===== config.mk =====
export PLATFORM = sky130hd
export DESIGN_NAME = chan_div_top
export DESIGN_NICKNAME = d
export VERILOG_FILES = /design/src/chan_div_pkg.sv /design/src/cascade_stage.sv /design/src/chan_div_top.sv
export SDC_FILE = /design/constraint.sdc
export NUM_CORES = 1
export LEC_CHECK = 0
export ABC_AREA = 1
export BUFFER_PORTS_ARGS = -buffer_cell sky130_fd_sc_hd__buf_2
export CAP_MARGIN = 10
export CORE_ASPECT_RATIO = 1.75
export CORE_UTILIZATION = 51
export DETAILED_ROUTE_END_ITERATION = 16
export GPL_TIMING_DRIVEN = 0
export PLACE_DENSITY = 0.74
export SLEW_MARGIN = 20
export SYNTH_ARGS = -nofsm -noshare
export SYNTH_HDL_FRONTEND = slang
export SYNTH_SLANG_ARGS = --single-unit

===== constraint.sdc =====
create_clock -name clk -period 2.5 [get_ports clk]
set_input_delay 0.625 -clock clk [delete_from_list [all_inputs] [get_ports clk]]
set_output_delay 0.625 -clock clk [all_outputs]
set_load 0.05 [all_outputs]

===== src/chan_div_pkg.sv =====
// Constants of the cascaded channel clock divider: register map, fields and resets.
// Assumes a classic Wishbone slave with 32-bit data, one register per aligned word.
//
// Summary of operation
// - Second stage stays low for low-count field plus one input cycles.
// - Second stage stays high for high-count field plus one input cycles.
// - First stage uses its own low and high count nibbles, each plus one.
// - Phase offsets: second stage upper nibble, first stage lower nibble, reset zero.
// - Second-stage bypass stops its counter and passes its input clock through.
// - First-stage bypass stops its counter and passes its input clock through.
// - Sync-ignore bit zero obeys chip-level sync; one ignores it completely.
// - Force bit drives a static high; software must also set sync-ignore.
// - Second stage starts high when its start bit is one, else low.
// - First stage starts high when its start bit is one, else low.
// - Duty-cycle correction runs while the disable bit is zero.
package chan_div_pkg;

    ////////////////////////////////////////////////////////////////////////////////
    // Register indices; byte address is four times the index
    localparam logic [9:0] IDX_FIRST_COUNTS = 10'h19E;
    localparam logic [9:0] IDX_PHASE_OFFSETS = 10'h19F;
    localparam logic [9:0] IDX_SECOND_COUNTS = 10'h1A0;
    localparam logic [9:0] IDX_DIVIDER_CONTROL = 10'h1A1;
    localparam logic [9:0] IDX_DUTY_CORRECTION = 10'h1A2;
    localparam logic [9:0] IDX_CHANNEL_STATUS = 10'h1A3;

    localparam int ADR_WIDTH = 12;
    localparam int IDX_LSB = 2;
    localparam int REG_WIDTH = 8;

    ////////////////////////////////////////////////////////////////////////////////
    // Field positions
    localparam int NIB_HI_LSB = 4;
    localparam int NIB_LO_LSB = 0;
    localparam int NIB_WIDTH = 4;
    localparam int CTL_BYPASS_SECOND = 5;
    localparam int CTL_BYPASS_FIRST = 4;
    localparam int CTL_SYNC_IGNORE = 3;
    localparam int CTL_FORCE_HIGH = 2;
    localparam int CTL_START_SECOND = 1;
    localparam int CTL_START_FIRST = 0;
    localparam int DCC_DISABLE_BIT = 0;
    localparam int STAT_OUT = 0;
    localparam int STAT_FIRST = 1;
    localparam int STAT_SECOND = 2;
    localparam int STAT_HOLD = 3;
    localparam int STAT_DCC_LOCK = 4;

    ////////////////////////////////////////////////////////////////////////////////
    // Reset values
    localparam logic [7:0] RST_FIRST_COUNTS = 8'h00;
    localparam logic [7:0] RST_PHASE_OFFSETS = 8'h00;
    localparam logic [7:0] RST_SECOND_COUNTS = 8'h00;
    localparam logic [7:0] RST_DIVIDER_CONTROL = 8'h00;
    localparam logic [7:0] RST_DUTY_CORRECTION = 8'h00;
    localparam logic [7:0] DUTY_CORRECTION_MASK = 8'h01;
    localparam logic [7:0] DIVIDER_CONTROL_MASK = 8'h3F;

    // Period measure width; longest period is 32 x 32 clock cycles
    localparam int PERIOD_WIDTH = 11;

endpackage


===== src/cascade_stage.sv =====
// One programmable divider stage: high and low counts, phase offset, start level, bypass.
// Assumes inTick marks one cycle of its input clock and inRise that input's rising edge.
`timescale 1ns/1ps
`default_nettype none
module cascade_stage
    import chan_div_pkg::*;
#(
    parameter int CW = NIB_WIDTH
)
(
    input wire logic clk,
    input wire logic rst_n,
    input wire logic inTick,
    input wire logic inRise,
    input wire logic inLevel,
    input wire logic bypass,
    input wire logic hold,
    input wire logic startHigh,
    input wire logic [CW-1:0] highCount,
    input wire logic [CW-1:0] lowCount,
    input wire logic [CW-1:0] phaseOffset,
    output logic outLevel,
    output logic outRise
);

    logic level_q;
    logic [CW:0] cnt_q;
    logic [CW:0] startLoad;
    logic wrap;

    assign startLoad = (startHigh ? {1'b0, highCount} : {1'b0, lowCount})
        + {1'b0, phaseOffset};
    assign wrap = inTick && (cnt_q == '0);

    ////////////////////////////////////////////////////////////////////////////////
    // Phase counter
    always_ff @(posedge clk or negedge rst_n)
    begin
        if (!rst_n)
        begin
            level_q <= 1'b0;
            cnt_q <= '0;
        end
        else if (bypass)
        begin
            level_q <= startHigh;
            cnt_q <= '0;
        end
        else if (hold)
        begin
            level_q <= startHigh;
            cnt_q <= startLoad;
        end
        else if (wrap)
        begin
            level_q <= ~level_q;
            cnt_q <= level_q ? {1'b0, lowCount} : {1'b0, highCount};
        end
        else if (inTick)
        begin
            cnt_q <= cnt_q - 1'b1;
        end
    end

    ////////////////////////////////////////////////////////////////////////////////
    // Output select
    assign outLevel = bypass ? inLevel : level_q;
    assign outRise = bypass ? inRise : (wrap && !level_q);

endmodule
`default_nettype wire


===== src/chan_div_top.sv =====
// Cascaded channel clock divider with its registers on a classic Wishbone slave.
// Assumes clk is the distribution clock and syncReq_n an asynchronous chip-level sync.
//
// Design decision made here: the Wishbone slave port.
`timescale 1ns/1ps
`default_nettype none
module chan_div_top
    import chan_div_pkg::*;
#(
    parameter int PW = PERIOD_WIDTH
)
(
    input wire logic clk,
    input wire logic rst_n,
    input wire logic syncReq_n,
    input wire logic cyc_i,
    input wire logic stb_i,
    input wire logic we_i,
    input wire logic [ADR_WIDTH-1:0] adr_i,
    input wire logic [3:0] sel_i,
    input wire logic [31:0] dat_i,
    output logic [31:0] dat_o,
    output logic ack_o,
    output logic chanOut
);

    ////////////////////////////////////////////////////////////////////////////////
    // Declarations
    logic [7:0] firstCounts_q;
    logic [7:0] phaseOffsets_q;
    logic [7:0] secondCounts_q;
    logic [7:0] dividerControl_q;
    logic [7:0] dutyCorrection_q;
    logic syncMeta_q;
    logic syncPin_q;
    logic hold;
    logic clkMirror_q;
    logic firstLevel;
    logic firstRise;
    logic secondLevel;
    logic secondRise;
    logic [PW-1:0] periodCnt_q;
    logic [PW-1:0] period_q;
    logic periodValid_q;
    logic [PW-1:0] halfPeriod;
    logic dccLevel;
    logic duty_correction_disable;
    logic forceOn;
    logic chanOut_q;
    logic chanOut_d;
    logic ack_q;
    logic [31:0] dat_q;
    logic [31:0] dat_d;
    logic access;
    logic writeLane;
    logic [9:0] idx;

    ////////////////////////////////////////////////////////////////////////////////
    // Address decode
    function automatic logic [9:0] regIndex(input logic [ADR_WIDTH-1:0] adr);
        regIndex = adr[ADR_WIDTH-1:IDX_LSB];
    endfunction

    function automatic logic [NIB_WIDTH-1:0] nibble(input logic [7:0] val, input logic upper);
        nibble = upper ? val[NIB_HI_LSB +: NIB_WIDTH] : val[NIB_LO_LSB +: NIB_WIDTH];
    endfunction

    function automatic logic writeHit(input logic lane, input logic [9:0] hitIdx,
        input logic [9:0] target);
        writeHit = lane && (hitIdx == target);
    endfunction

    assign access = cyc_i && stb_i && !ack_q;
    assign writeLane = access && we_i && sel_i[0];
    assign idx = regIndex(adr_i);

    ////////////////////////////////////////////////////////////////////////////////
    // First-stage counts
    always_ff @(posedge clk or negedge rst_n)
    begin
        if (!rst_n)
        begin
            firstCounts_q <= RST_FIRST_COUNTS;
        end
        else if (writeHit(writeLane, idx, IDX_FIRST_COUNTS))
        begin
            firstCounts_q <= dat_i[REG_WIDTH-1:0];
        end
    end

    ////////////////////////////////////////////////////////////////////////////////
    // Phase offsets
    always_ff @(posedge clk or negedge rst_n)
    begin
        if (!rst_n)
        begin
            phaseOffsets_q <= RST_PHASE_OFFSETS;
        end
        else if (writeHit(writeLane, idx, IDX_PHASE_OFFSETS))
        begin
            phaseOffsets_q <= dat_i[REG_WIDTH-1:0];
        end
    end

    ////////////////////////////////////////////////////////////////////////////////
    // Second-stage counts
    always_ff @(posedge clk or negedge rst_n)
    begin
        if (!rst_n)
        begin
            secondCounts_q <= RST_SECOND_COUNTS;
        end
        else if (writeHit(writeLane, idx, IDX_SECOND_COUNTS))
        begin
            secondCounts_q <= dat_i[REG_WIDTH-1:0];
        end
    end

    ////////////////////////////////////////////////////////////////////////////////
    // Divider control
    always_ff @(posedge clk or negedge rst_n)
    begin
        if (!rst_n)
        begin
            dividerControl_q <= RST_DIVIDER_CONTROL;
        end
        else if (writeHit(writeLane, idx, IDX_DIVIDER_CONTROL))
        begin
            dividerControl_q <= dat_i[REG_WIDTH-1:0] & DIVIDER_CONTROL_MASK;
        end
    end

    ////////////////////////////////////////////////////////////////////////////////
    // Duty-cycle correction control
    always_ff @(posedge clk or negedge rst_n)
    begin
        if (!rst_n)
        begin
            dutyCorrection_q <= RST_DUTY_CORRECTION;
        end
        else if (writeHit(writeLane, idx, IDX_DUTY_CORRECTION))
        begin
            dutyCorrection_q <= dat_i[REG_WIDTH-1:0] & DUTY_CORRECTION_MASK;
        end
    end

    ////////////////////////////////////////////////////////////////////////////////
    // Sync pin synchroniser
    always_ff @(posedge clk or negedge rst_n)
    begin
        if (!rst_n)
        begin
            syncMeta_q <= 1'b0;
            syncPin_q <= 1'b0;
        end
        else
        begin
            syncMeta_q <= !syncReq_n;
            syncPin_q <= syncMeta_q;
        end
    end

    assign hold = syncPin_q && !dividerControl_q[CTL_SYNC_IGNORE];

    ////////////////////////////////////////////////////////////////////////////////
    // Input clock mirror for a bypassed first stage
    always_ff @(posedge clk or negedge rst_n)
    begin
        if (!rst_n)
        begin
            clkMirror_q <= 1'b0;
        end
        else
        begin
            clkMirror_q <= ~clkMirror_q;
        end
    end

    ////////////////////////////////////////////////////////////////////////////////
    // Divider stages
    cascade_stage #(
        .CW(NIB_WIDTH)
    ) firstStage (
        .clk(clk),
        .rst_n(rst_n),
        .inTick(1'b1),
        .inRise(1'b1),
        .inLevel(clkMirror_q),
        .bypass(dividerControl_q[CTL_BYPASS_FIRST]),
        .hold(hold),
        .startHigh(dividerControl_q[CTL_START_FIRST]),
        .highCount(nibble(firstCounts_q, 1'b0)),
        .lowCount(nibble(firstCounts_q, 1'b1)),
        .phaseOffset(nibble(phaseOffsets_q, 1'b0)),
        .outLevel(firstLevel),
        .outRise(firstRise)
    );

    cascade_stage #(
        .CW(NIB_WIDTH)
    ) secondStage (
        .clk(clk),
        .rst_n(rst_n),
        .inTick(firstRise),
        .inRise(firstRise),
        .inLevel(firstLevel),
        .bypass(dividerControl_q[CTL_BYPASS_SECOND]),
        .hold(hold),
        .startHigh(dividerControl_q[CTL_START_SECOND]),
        .highCount(nibble(secondCounts_q, 1'b0)),
        .lowCount(nibble(secondCounts_q, 1'b1)),
        .phaseOffset(nibble(phaseOffsets_q, 1'b1)),
        .outLevel(secondLevel),
        .outRise(secondRise)
    );

    ////////////////////////////////////////////////////////////////////////////////
    // Period measure for duty-cycle correction
    always_ff @(posedge clk or negedge rst_n)
    begin
        if (!rst_n)
        begin
            periodCnt_q <= '0;
            period_q <= '0;
            periodValid_q <= 1'b0;
        end
        else if (hold || duty_correction_disable)
        begin
            periodCnt_q <= '0;
            periodValid_q <= 1'b0;
        end
        else if (secondRise)
        begin
            period_q <= periodCnt_q + 1'b1;
            periodCnt_q <= '0;
            periodValid_q <= 1'b1;
        end
        else if (periodCnt_q != '1)
        begin
            periodCnt_q <= periodCnt_q + 1'b1;
        end
    end

    assign duty_correction_disable = dutyCorrection_q[DCC_DISABLE_BIT];
    // Rounds up; one spare bit keeps a full count from wrapping
    assign halfPeriod = PW'(({1'b0, period_q} + 1'b1) >> 1);
    assign dccLevel = (periodCnt_q < halfPeriod);

    ////////////////////////////////////////////////////////////////////////////////
    // Channel output
    assign forceOn = dividerControl_q[CTL_FORCE_HIGH] && dividerControl_q[CTL_SYNC_IGNORE];

    always_comb
    begin
        if (forceOn)
        begin
            chanOut_d = 1'b1;
        end
        else if (duty_correction_disable || !periodValid_q)
        begin
            chanOut_d = secondLevel;
        end
        else
        begin
            chanOut_d = dccLevel;
        end
    end

    always_ff @(posedge clk or negedge rst_n)
    begin
        if (!rst_n)
        begin
            chanOut_q <= 1'b0;
        end
        else
        begin
            chanOut_q <= chanOut_d;
        end
    end

    assign chanOut = chanOut_q;

    ////////////////////////////////////////////////////////////////////////////////
    // Read mux
    always_comb
    begin
        dat_d = '0;
        case (idx)
            IDX_FIRST_COUNTS:
            begin
                dat_d[REG_WIDTH-1:0] = firstCounts_q;
            end
            IDX_PHASE_OFFSETS:
            begin
                dat_d[REG_WIDTH-1:0] = phaseOffsets_q;
            end
            IDX_SECOND_COUNTS:
            begin
                dat_d[REG_WIDTH-1:0] = secondCounts_q;
            end
            IDX_DIVIDER_CONTROL:
            begin
                dat_d[REG_WIDTH-1:0] = dividerControl_q;
            end
            IDX_DUTY_CORRECTION:
            begin
                dat_d[REG_WIDTH-1:0] = dutyCorrection_q;
            end
            IDX_CHANNEL_STATUS:
            begin
                dat_d[STAT_OUT] = chanOut_q;
                dat_d[STAT_FIRST] = firstLevel;
                dat_d[STAT_SECOND] = secondLevel;
                dat_d[STAT_HOLD] = hold;
                dat_d[STAT_DCC_LOCK] = periodValid_q;
            end
            default:
            begin
                dat_d = '0;
            end
        endcase
    end

    ////////////////////////////////////////////////////////////////////////////////
    // Bus answer
    always_ff @(posedge clk or negedge rst_n)
    begin
        if (!rst_n)
        begin
            ack_q <= 1'b0;
            dat_q <= '0;
        end
        else
        begin
            ack_q <= access;
            dat_q <= (access && !we_i) ? dat_d : '0;
        end
    end

    assign ack_o = ack_q;
    assign dat_o = dat_q;

endmodule
`default_nettype wire


## Word level (Yosys, flattened, before mapping)

Index checks and enable logic that the tools add are counted.

| word-level totals | value |
|---|---|
| word-level logic and storage cells | 99 |
| flip-flop bits (word level) | 79 |
| output and inout port bits | 34 |

| cells by class | value |
|---|---|
| $add $sub $neg | 6 |
| $lt $le $gt $ge | 1 |
| equality and inequality tests | 7 |
| bitwise logic cells | 4 |
| muxes and demuxes | 31 |
| reductions and logical operators | 32 |

Operators with widths:

| kind | number |
|---|---|
| equality test 10 x 9 -> 1 bit (second input constant) | 6 |
| two-way mux 5 bit | 7 |
| two-way mux 11 bit | 3 |
| case mux 5 bit (6 select lines) | 1 |
| two-way mux 4 bit | 4 |
| logical AND 1 bit | 15 |
| two-way mux 1 bit | 14 |
| adder 11 x 1 -> 12 bit (second input constant) | 1 |
| case mux 3 bit (4 select lines) | 1 |
| adder 11 x 1 -> 11 bit (second input constant) | 1 |
| < comparator 11 bit | 1 |
| inequality test 11 bit (second input constant) | 1 |
| adder 5 x 4 -> 5 bit | 2 |
| logical NOT 5 bit | 2 |
| subtractor 5 x 1 -> 5 bit (second input constant) | 2 |
| nonzero test 3 bit | 3 |
| two-way mux 8 bit | 1 |
| logical NOT 1 bit | 7 |
| NOT 1 bit | 4 |
| nonzero test 4 bit | 1 |
| logical OR 1 bit | 2 |
| AND reduction 2 bit | 1 |
| nonzero test 2 bit | 1 |

## Longest topological paths before layout

Gate-level depths: netlist (run 1).

| depth | value |
|---|---|
| word-level depth | 8 |
| gate-level depth with buffers | 14 |

## Hierarchy

Synthesis (run 1) repeated with hierarchy kept, for this count alone.

| unflattened totals | value |
|---|---|
| cells, all modules | 671 |
| area, all modules | 5149.9 µm² |

By module, submodules not included:

| module | area an instance (µm²) | cells an instance | times used |
|---|---|---|---|
| chan_div_top | 3738.6 | 449 | 1 |
| cascade_stage | 705.7 | 111 | 2 |

## Worst setup path after synthesis (run 1)

Ideal clock, no wire load.

| path | value |
|---|---|
| path type | register -> register |
| start point | register dividerControl_q[1] |
| end point | register secondStage.cnt_q[2] |
| data arrival time | 1.791 ns |
| period minus slack after synthesis | 1.907 ns |
| stages on the path, launching flop included | 10 |
| slack | 0.593 ns |
| setup time | 0.116 ns |
| path buffers | 1 |
| required time | 2.384 ns |
| cells stage by stage | dfrtp_1 clkbuf_1 o21ai_0 ha_1 fa_1 or2_2 a21oi_1 nor2_1 nand2_1 nand2_1 |

| on the way | value |
|---|---|
| word-level cells in the longest chain between the ends | 4 |

Ends and longest elaborated chain:

| what | line | source |
|---|---|---|
| start, declared | chan_div_top.sv:32 | `logic [7:0] dividerControl_q;` |
| start signal, assigned | chan_div_top.sv:129 | `dividerControl_q <= dat_i[REG_WIDTH-1:0] & DIVIDER_CONTROL_MASK;` |
| two-way mux 4 bit | cascade_stage.sv:31 | `assign startLoad = (startHigh ? {1'b0, highCount} : {1'b0, lowCount})` |
| adder 5 x 4 -> 5 bit | cascade_stage.sv:32 | `+ {1'b0, phaseOffset};` |
| two-way mux 5 bit | cascade_stage.sv:49 | `else if (hold)` |
| two-way mux 5 bit | cascade_stage.sv:44 | `else if (bypass)` |
| end signal, assigned | cascade_stage.sv:52 | `cnt_q <= startLoad;` |
| end signal, assigned | cascade_stage.sv:57 | `cnt_q <= level_q ? {1'b0, lowCount} : {1'b0, highCount};` |
| end signal, assigned | cascade_stage.sv:61 | `cnt_q <= cnt_q - 1'b1;` |
| end, declared | cascade_stage.sv:27 | `logic [CW:0] cnt_q;` |

No other way between the ends.
A chain may end at the register's enable or synchronous reset.

## Worst setup path after layout (run 1)

| path | value |
|---|---|
| start point | register period_q[1] |
| end point | register chanOut_q (netlist: chanOut) |

| on the way | value |
|---|---|
| word-level cells in the longest chain between the ends | 4 |

Ends and longest elaborated chain:

| what | line | source |
|---|---|---|
| start, declared | chan_div_top.sv:43 | `logic [PW-1:0] period_q;` |
| start signal, assigned | chan_div_top.sv:234 | `period_q <= periodCnt_q + 1'b1;` |
| adder 11 x 1 -> 12 bit | chan_div_top.sv:246 | `assign halfPeriod = PW'(({1'b0, period_q} + 1'b1) >> 1);` |
| < comparator 11 bit | chan_div_top.sv:247 | `assign dccLevel = (periodCnt_q < halfPeriod);` |
| two-way mux 1 bit | chan_div_top.sv:259 | `else if (duty_correction_disable \|\| !periodValid_q)` |
| two-way mux 1 bit | chan_div_top.sv:255 | `if (forceOn)` |
| net chanOut_d | chan_div_top.sv:50 | `logic chanOut_d;` |
| end signal, assigned | chan_div_top.sv:277 | `chanOut_q <= chanOut_d;` |
| end, declared | chan_div_top.sv:49 | `logic chanOut_q;` |

The timed path passes the listed nets, and every way through them passes these cells.

==> results of run 1 <==
[flip-flops by register name (all words and copies together), names as in the netlist, 5 cells and up]
signal             count
secondCounts_q         8
secondStage.cnt_q      5
period_q              11
dat_o                  8
firstStage.cnt_q       5
firstCounts_q          8
periodCnt_q           11
phaseOffsets_q         8
dividerControl_q       6
[worst register-to-register path: stages, from the launching register on]
cell	delay, ps
dfrtp_1	400
ha_1	230
nand2_1	130
nor3b_1	340
nand2_1	130
xor2_1	170
ha_1	310
nand2_1	50
o21ai_0	170
nor3_1	60
o21ai_0	70
nand2_1	80
[synth_stat cells, types with 8 or more instances]
cell type / count / area share, %
a21oi_1: 20 / 1.9
buf_4: 25 / 3.6
dfrtp_1: 79 / 38
ha_1: 23 / 5.6
inv_1: 72 / 5.3
nand2_1: 179 / 13
nand3_1: 51 / 5.0
nor2_1: 60 / 4.4
o21ai_0: 44 / 4.3
o21ai_1: 17 / 1.7
o21ai_2: 8 / 1.4
xor2_1: 13 / 2.2
[power by group through the flow]
stage	sequential, uW	combinational, uW	clock (uW)
2_1_floorplan	1380	336	0
3_3_place_gp	1390	446	0
3_5_place_dp	1390	461	0
4_1_cts	1370	463	1190
5_1_grt	1370	516	1230
6_report	1360	460	1170
[layer usage]
metal / share of wire (%) / wire (um) / track usage (%) / vias up
met4: 5.0 / 629 / 17.1 / 0
li1: - / - / - / 2260
met5: 0 / 0 / 0 / -
met2: 59 / 7390 / 52.3 / 94
met1: 34 / 4250 / 24.3 / 2112
met3: 2.7 / 343 / 3.72 / 41
[metrics by stage]
step / instances / util, %
after floorplan: 696 / -
after global placement: 855 / 56.4
after detailed placement: 856 / 56.6
after CTS: 871 / 59.3
after global routing: 871 / 59.3
final: 871 / 59.3
[worst max-delay path by stage]
stage | startpoint | to | slack [ps] | cells after the start
2_1_floorplan | dividerControl_q[1] | secondStage.cnt_q[2] | 590 | 9
3_3_place_gp | rst_n | period_q[2] | 250 | 1
3_5_place_dp | period_q[1] | chanOut | 250 | 11
4_1_cts | period_q[1] | chanOut | 240 | 11
5_1_grt | period_q[1] | chanOut | 80 | 11
6_report | period_q[1] | chanOut | 260 | 11
[cell families (layout without fill, tap and decap cells)]
| kind of cell | count (synthesis) | count (layout) | synth area share [%] |
|---|---|---|---|
| buffers and inverters | 113 | 163 | 11.1 |
| and+or+nand+nor | 340 | 340 | 30.5 |
| other | 1 | 24 | 0.0729 |
| AOI/OAI and AO/OA | 101 | 101 | 11.1 |
| adders and majority gates | 25 | 25 | 6.37 |
| DFF | 79 | 79 | 38.4 |
| xor gates and xnor gates | 14 | 14 | 2.38 |
[cell type report]
| cell class | count | share of cell area (%) |
|---|---|---|
| multi-input cells | 504 | 45.9 |
| clock inverters | 1 | 0.0857 |
| plain buffers | 37 | 4.93 |
| well taps | 125 | 2.68 |
| flip-flops and latches | 79 | 33.9 |
| inverters | 76 | 4.89 |
| repair buffers | 35 | 3.30 |
| clock buffers | 14 | 4.35 |
==> results.md, run 1 <==
* Status: complete, no violations
* R2r endpoint: chanOut
* # fillers at 933
* Layout Nets at 821
* Maximum clock frequency at 0.446 GHz
* First-pass GRT wire length at 21200 um
* PortBufs at 34
* Initial antenna violation count at 0
* Min setup slack post-route at 257 ps
* Largest net degree at the start of global routing at 43
* Most common cell after layout, fill and taps aside: nand2_1
* Most frequent cells in the layout: 179 x nand2_1, 79 x dfrtp_1, 72 x inv_1
* Post-synth EDFFs at 0
* Place WS at 254 ps
* Share of cells above drive strength 1 at 17.2%
* Die Wd at 77.9 um
* Critical-path top delay cell: dfrtp_1
* Synth Warn # at 0
* Overall global routing resource usage at 26.4%
* Final Skew at 4.00 ps
* Max-cap violations at 0
* Element type at the critical path start: flip-flop
* Cts-stage hold buffer count at 0
* Type of destination of the critical path: flip-flop
* Clk buf depth at 2
* Post-CTS Setup Bufs at 0
* Sequential cell area at 1980 um2
* Switching power at 835 uW
* Initial core utilization at 52.2%
* Netlist cell types at 37
* Logic pwr share at 15.4%
* Seq/Total Area, Yosys at 38.4%
* Pins Over Slew Limit at 0
* Async SR Flop Fraction at 100%
* Static leakage at 0.00301 uW
* Seq cells post-synth at 79
* Post-DR vias/cell at 5.17
* Ant diodes at 0
* Initial DRC count at 336
* Setup tns final at 0 ps
* Dominant synthesized flop cell: dfrtp_1
* Slew margin rel. at 62.2%
* Worst path buffer plus inverter count at 0
* Fin crit share at 89.7%
* Gp weighted congestion at 0.930
* Critical path class: reg2reg
* Reg2reg start: period_q[1]
* WP data arrival at 2460 ps
* Final setup viols at 0
* Cell family with most CP delay: simple AND/OR/NAND/NOR gates
* First-pass iteration count of the detailed router at 4
* PD cells at 513 nW/um2
* Min Tclk post-route at 2240 ps
* Power Internal at 2160 uW
* CTS Buf Count at 9
* Sw Share at 27.9%
* Root buf cell: clkbuf_16
* CTS resizes at 0
* Clk Latency, worst-skew pair at 340 ps
* Tot Pwr at 3000 uW
* Vias in the first global route at 4633
* Critical path cell sequence: ha_1, nand2_1, nor3b_1, nand2_1, xor2_1, ha_1, nand2_1, o21ai_0, nor3_1, o21ai_0, nand2_1
* Clk network pwr share at 39.1%
* FF-to-FF path depth at 11
* Synth-to-Final Area Change at 13.5%
* Post-Syn Instances at 673
* GRT overflow at 0
* Clock sinks at 79
* Hold slack at 279 ps
* Standard-cell rows at 48
* DP Area at 5580 um2
* Most used cell, CP: nand2_1
* Crit path max fanout at 4
* Final WL at 12600 um
* TritonCTS clock tree: yes
* Synthesized area per cell at 7.64 um2
* Clock transition at path regs at 50 ps
* H-tree lvl count at 3
* Endpoints failing hold at 0
* Core area at 9850 um2
* Worst Tran Pin Value at 566 ps
* Post-DP HPWL at 10200 um
* Max IR drop VDD at 0.424 mV
* Sequential share of power at 45.6%
* Post-route cell area at 5840 um2
* Wire length per cell at 14.5 um
* Die area at 10500 um2
* Boundary Pins at 88
* Die height at 135 um
* Total number of vias at 4507
* Worst Hold Class: in2async
* Synthesized area at 5140 um2
* RSZ-0062 raised after global routing: no
* Worst R2R Setup Slack at 260 ps
* Multi-input gate area at 2680 um2
* Slowest stage delay, CP at 400 ps
* Worst Path Required at 2720 ps
* Final ANT Viol Nets at 0
* # DRC at 0
Power figures use the tool's default switching activity.
==> inputs of run 2 (changes only) <==
--- a/config.mk
+++ b/config.mk
@@ -10,6 +10,7 @@
 export CAP_MARGIN = 10
 export CORE_ASPECT_RATIO = 1.75
 export CORE_UTILIZATION = 51
+export CTS_BUF_LIST = sky130_fd_sc_hd__clkbuf_2 sky130_fd_sc_hd__clkbuf_4 sky130_fd_sc_hd__clkbuf_8
 export DETAILED_ROUTE_END_ITERATION = 16
 export GPL_TIMING_DRIVEN = 0
 export PLACE_DENSITY = 0.74
==> run 2 against run 1 <==
Compared with the run above: via count shrank 0.11%; maximum frequency increased by 0.46%; critical path depth stayed put; sequential power about the same; global-route usage decreased by 0.23 points; worst setup slack improved by 10 ps; utilization shrank 0.88 points; sequential share of layout area rose by 0.51 points; register-to-register slack is essentially flat; non-clock buffer count did not move; hold slack worse by 23 ps; cell area shrank 1.5%; largest power group unchanged.
==> results.md, run 2 (synthesis results as in run 1) <==
* Fin cells at 871
* Clock sinks at 79
* Cell count after placement at 856
* Total number of vias at 4502
* # DRC at 0
* Slowest stage delay, CP at 400 ps
* Fin crit share at 89.3%
* Final Skew at 6.18 ps
* Most frequent cells in the layout: 179 x nand2_1, 79 x dfrtp_1, 72 x inv_1
* Cell family with most CP delay: simple AND/OR/NAND/NOR gates
* Post-DP HPWL at 10200 um
* Standard-cell rows at 48
* Critical path class: reg2reg
* Final WL at 12600 um
* PD cells at 467 nW/um2
* RSZ-0062 raised after global routing: no
* First-pass iteration count of the detailed router at 5
* Final ANT Viol Nets at 0
* Final setup viols at 0
* Boundary Pins at 88
* Cts-stage hold buffer count at 0
* Die height at 135 um
* WP data arrival at 2470 ps
* Critical-path top delay cell: dfrtp_1
* Final Util at 58.4%
* Max-cap violations at 0
* Reg2reg start: period_q[1]
* DP Area at 5580 um2
* CTS resizes at 0
* Min Tclk post-route at 2230 ps
* Initial antenna violation count at 0
* Most used cell, CP: nand2_1
* Endpoints failing hold at 0
* Share of cells above drive strength 1 at 17.7%
* Root buf cell: clkbuf_8
* Post-DR vias/cell at 5.17
* H-tree lvl count at 3
* Tot Pwr at 2690 uW
* First-pass GRT wire length at 21000 um
* Element type at the critical path start: flip-flop
* TritonCTS clock tree: yes
* Worst Hold Class: in2async
* Maximum clock frequency at 0.448 GHz
* R2r endpoint: chanOut
* Vias in the first global route at 4593
* Ant diodes at 0
* PortBufs at 34
* Max IR drop VDD at 0.352 mV
* Worst path buffer plus inverter count at 0
* Type of destination of the critical path: flip-flop
* Wire length per cell at 14.5 um
* Clk buf depth at 2
* Pins Over Slew Limit at 0
* Core area at 9850 um2
* Status: complete, no violations
* Synth-to-Final Area Change at 11.8%
* Clock transition at path regs at 70 ps
* Clk Latency, worst-skew pair at 360 ps
* Die Wd at 77.9 um
* Slew margin rel. at 62.0%
* Critical path cell sequence: ha_1, nand2_1, nor3b_1, nand2_1, xor2_1, ha_1, nand2_1, o21ai_0, nor3_1, o21ai_0, nand2_1
* Worst R2R Setup Slack at 270 ps
* Crit path max fanout at 4
* Post-CTS Setup Bufs at 0
* Initial core utilization at 52.2%
* Top Registers: periodCnt_q: 11 flops, period_q: 11 flops
* Layout Nets at 821
* Most common cell after layout, fill and taps aside: nand2_1
* CTS Buf Count at 9
* Overall global routing resource usage at 26.2%
* Setup tns final at 0 ps
* Initial DRC count at 321
* Worst Path Required at 2740 ps
* GRT overflow at 0
* Post-route cell area at 5750 um2
* Static leakage at 0.00298 uW
* Largest net degree at the start of global routing at 43
* Die area at 10500 um2
* Worst Tran Pin Value at 569 ps
* FF-to-FF path depth at 11
* Gp weighted congestion at 0.930
[run 2: cell counts in the layout (fill, tap and decap cells not counted)]
Identical to the previous run, type by type.
[run 2: power breakdown]
group	internal, uW	switching, uW	total, uW
clock	426	438	865
sequential	1320	43.5	1360
combinational	147	315	461
total	1890	797	2690
[run 2: area by class of cell]
class	instances	area, um2
flip-flops and latches	79	1980
inverters	76	285
plain buffers	37	288
clock inverters	1	5.00
multi-input cells	504	2680
clock buffers	14	168
well taps	125	156
fillers	948	4100
repair buffers	35	193
[run 2: worst max-delay path by stage]
stage / start / endpoint / slack [ps] / depth (start not counted)
after floorplan: dividerControl_q[1] / secondStage.cnt_q[2] / 590 / 9
after global placement: rst_n / period_q[2] / 250 / 1
after detailed placement: period_q[1] / chanOut / 250 / 11
after CTS: period_q[1] / chanOut / 240 / 11
after global routing: period_q[1] / chanOut / 70 / 11
final: period_q[1] / chanOut / 270 / 11
[run 2: per-stage QoR]
stage	hold slack, ps	worst slack, ps
3_3_place_gp	335	248
3_5_place_dp	335	254
2_1_floorplan	329	593
4_1_cts	276	237
5_1_grt	295	73.7
6_report	256	267
[run 2: layer usage]
layer  GRT usage, %  part of all wire, %
met5              0                    0
met4           16.7                  4.7
met2           51.9                   58
met1           23.9                   34
met3           4.05                  2.7
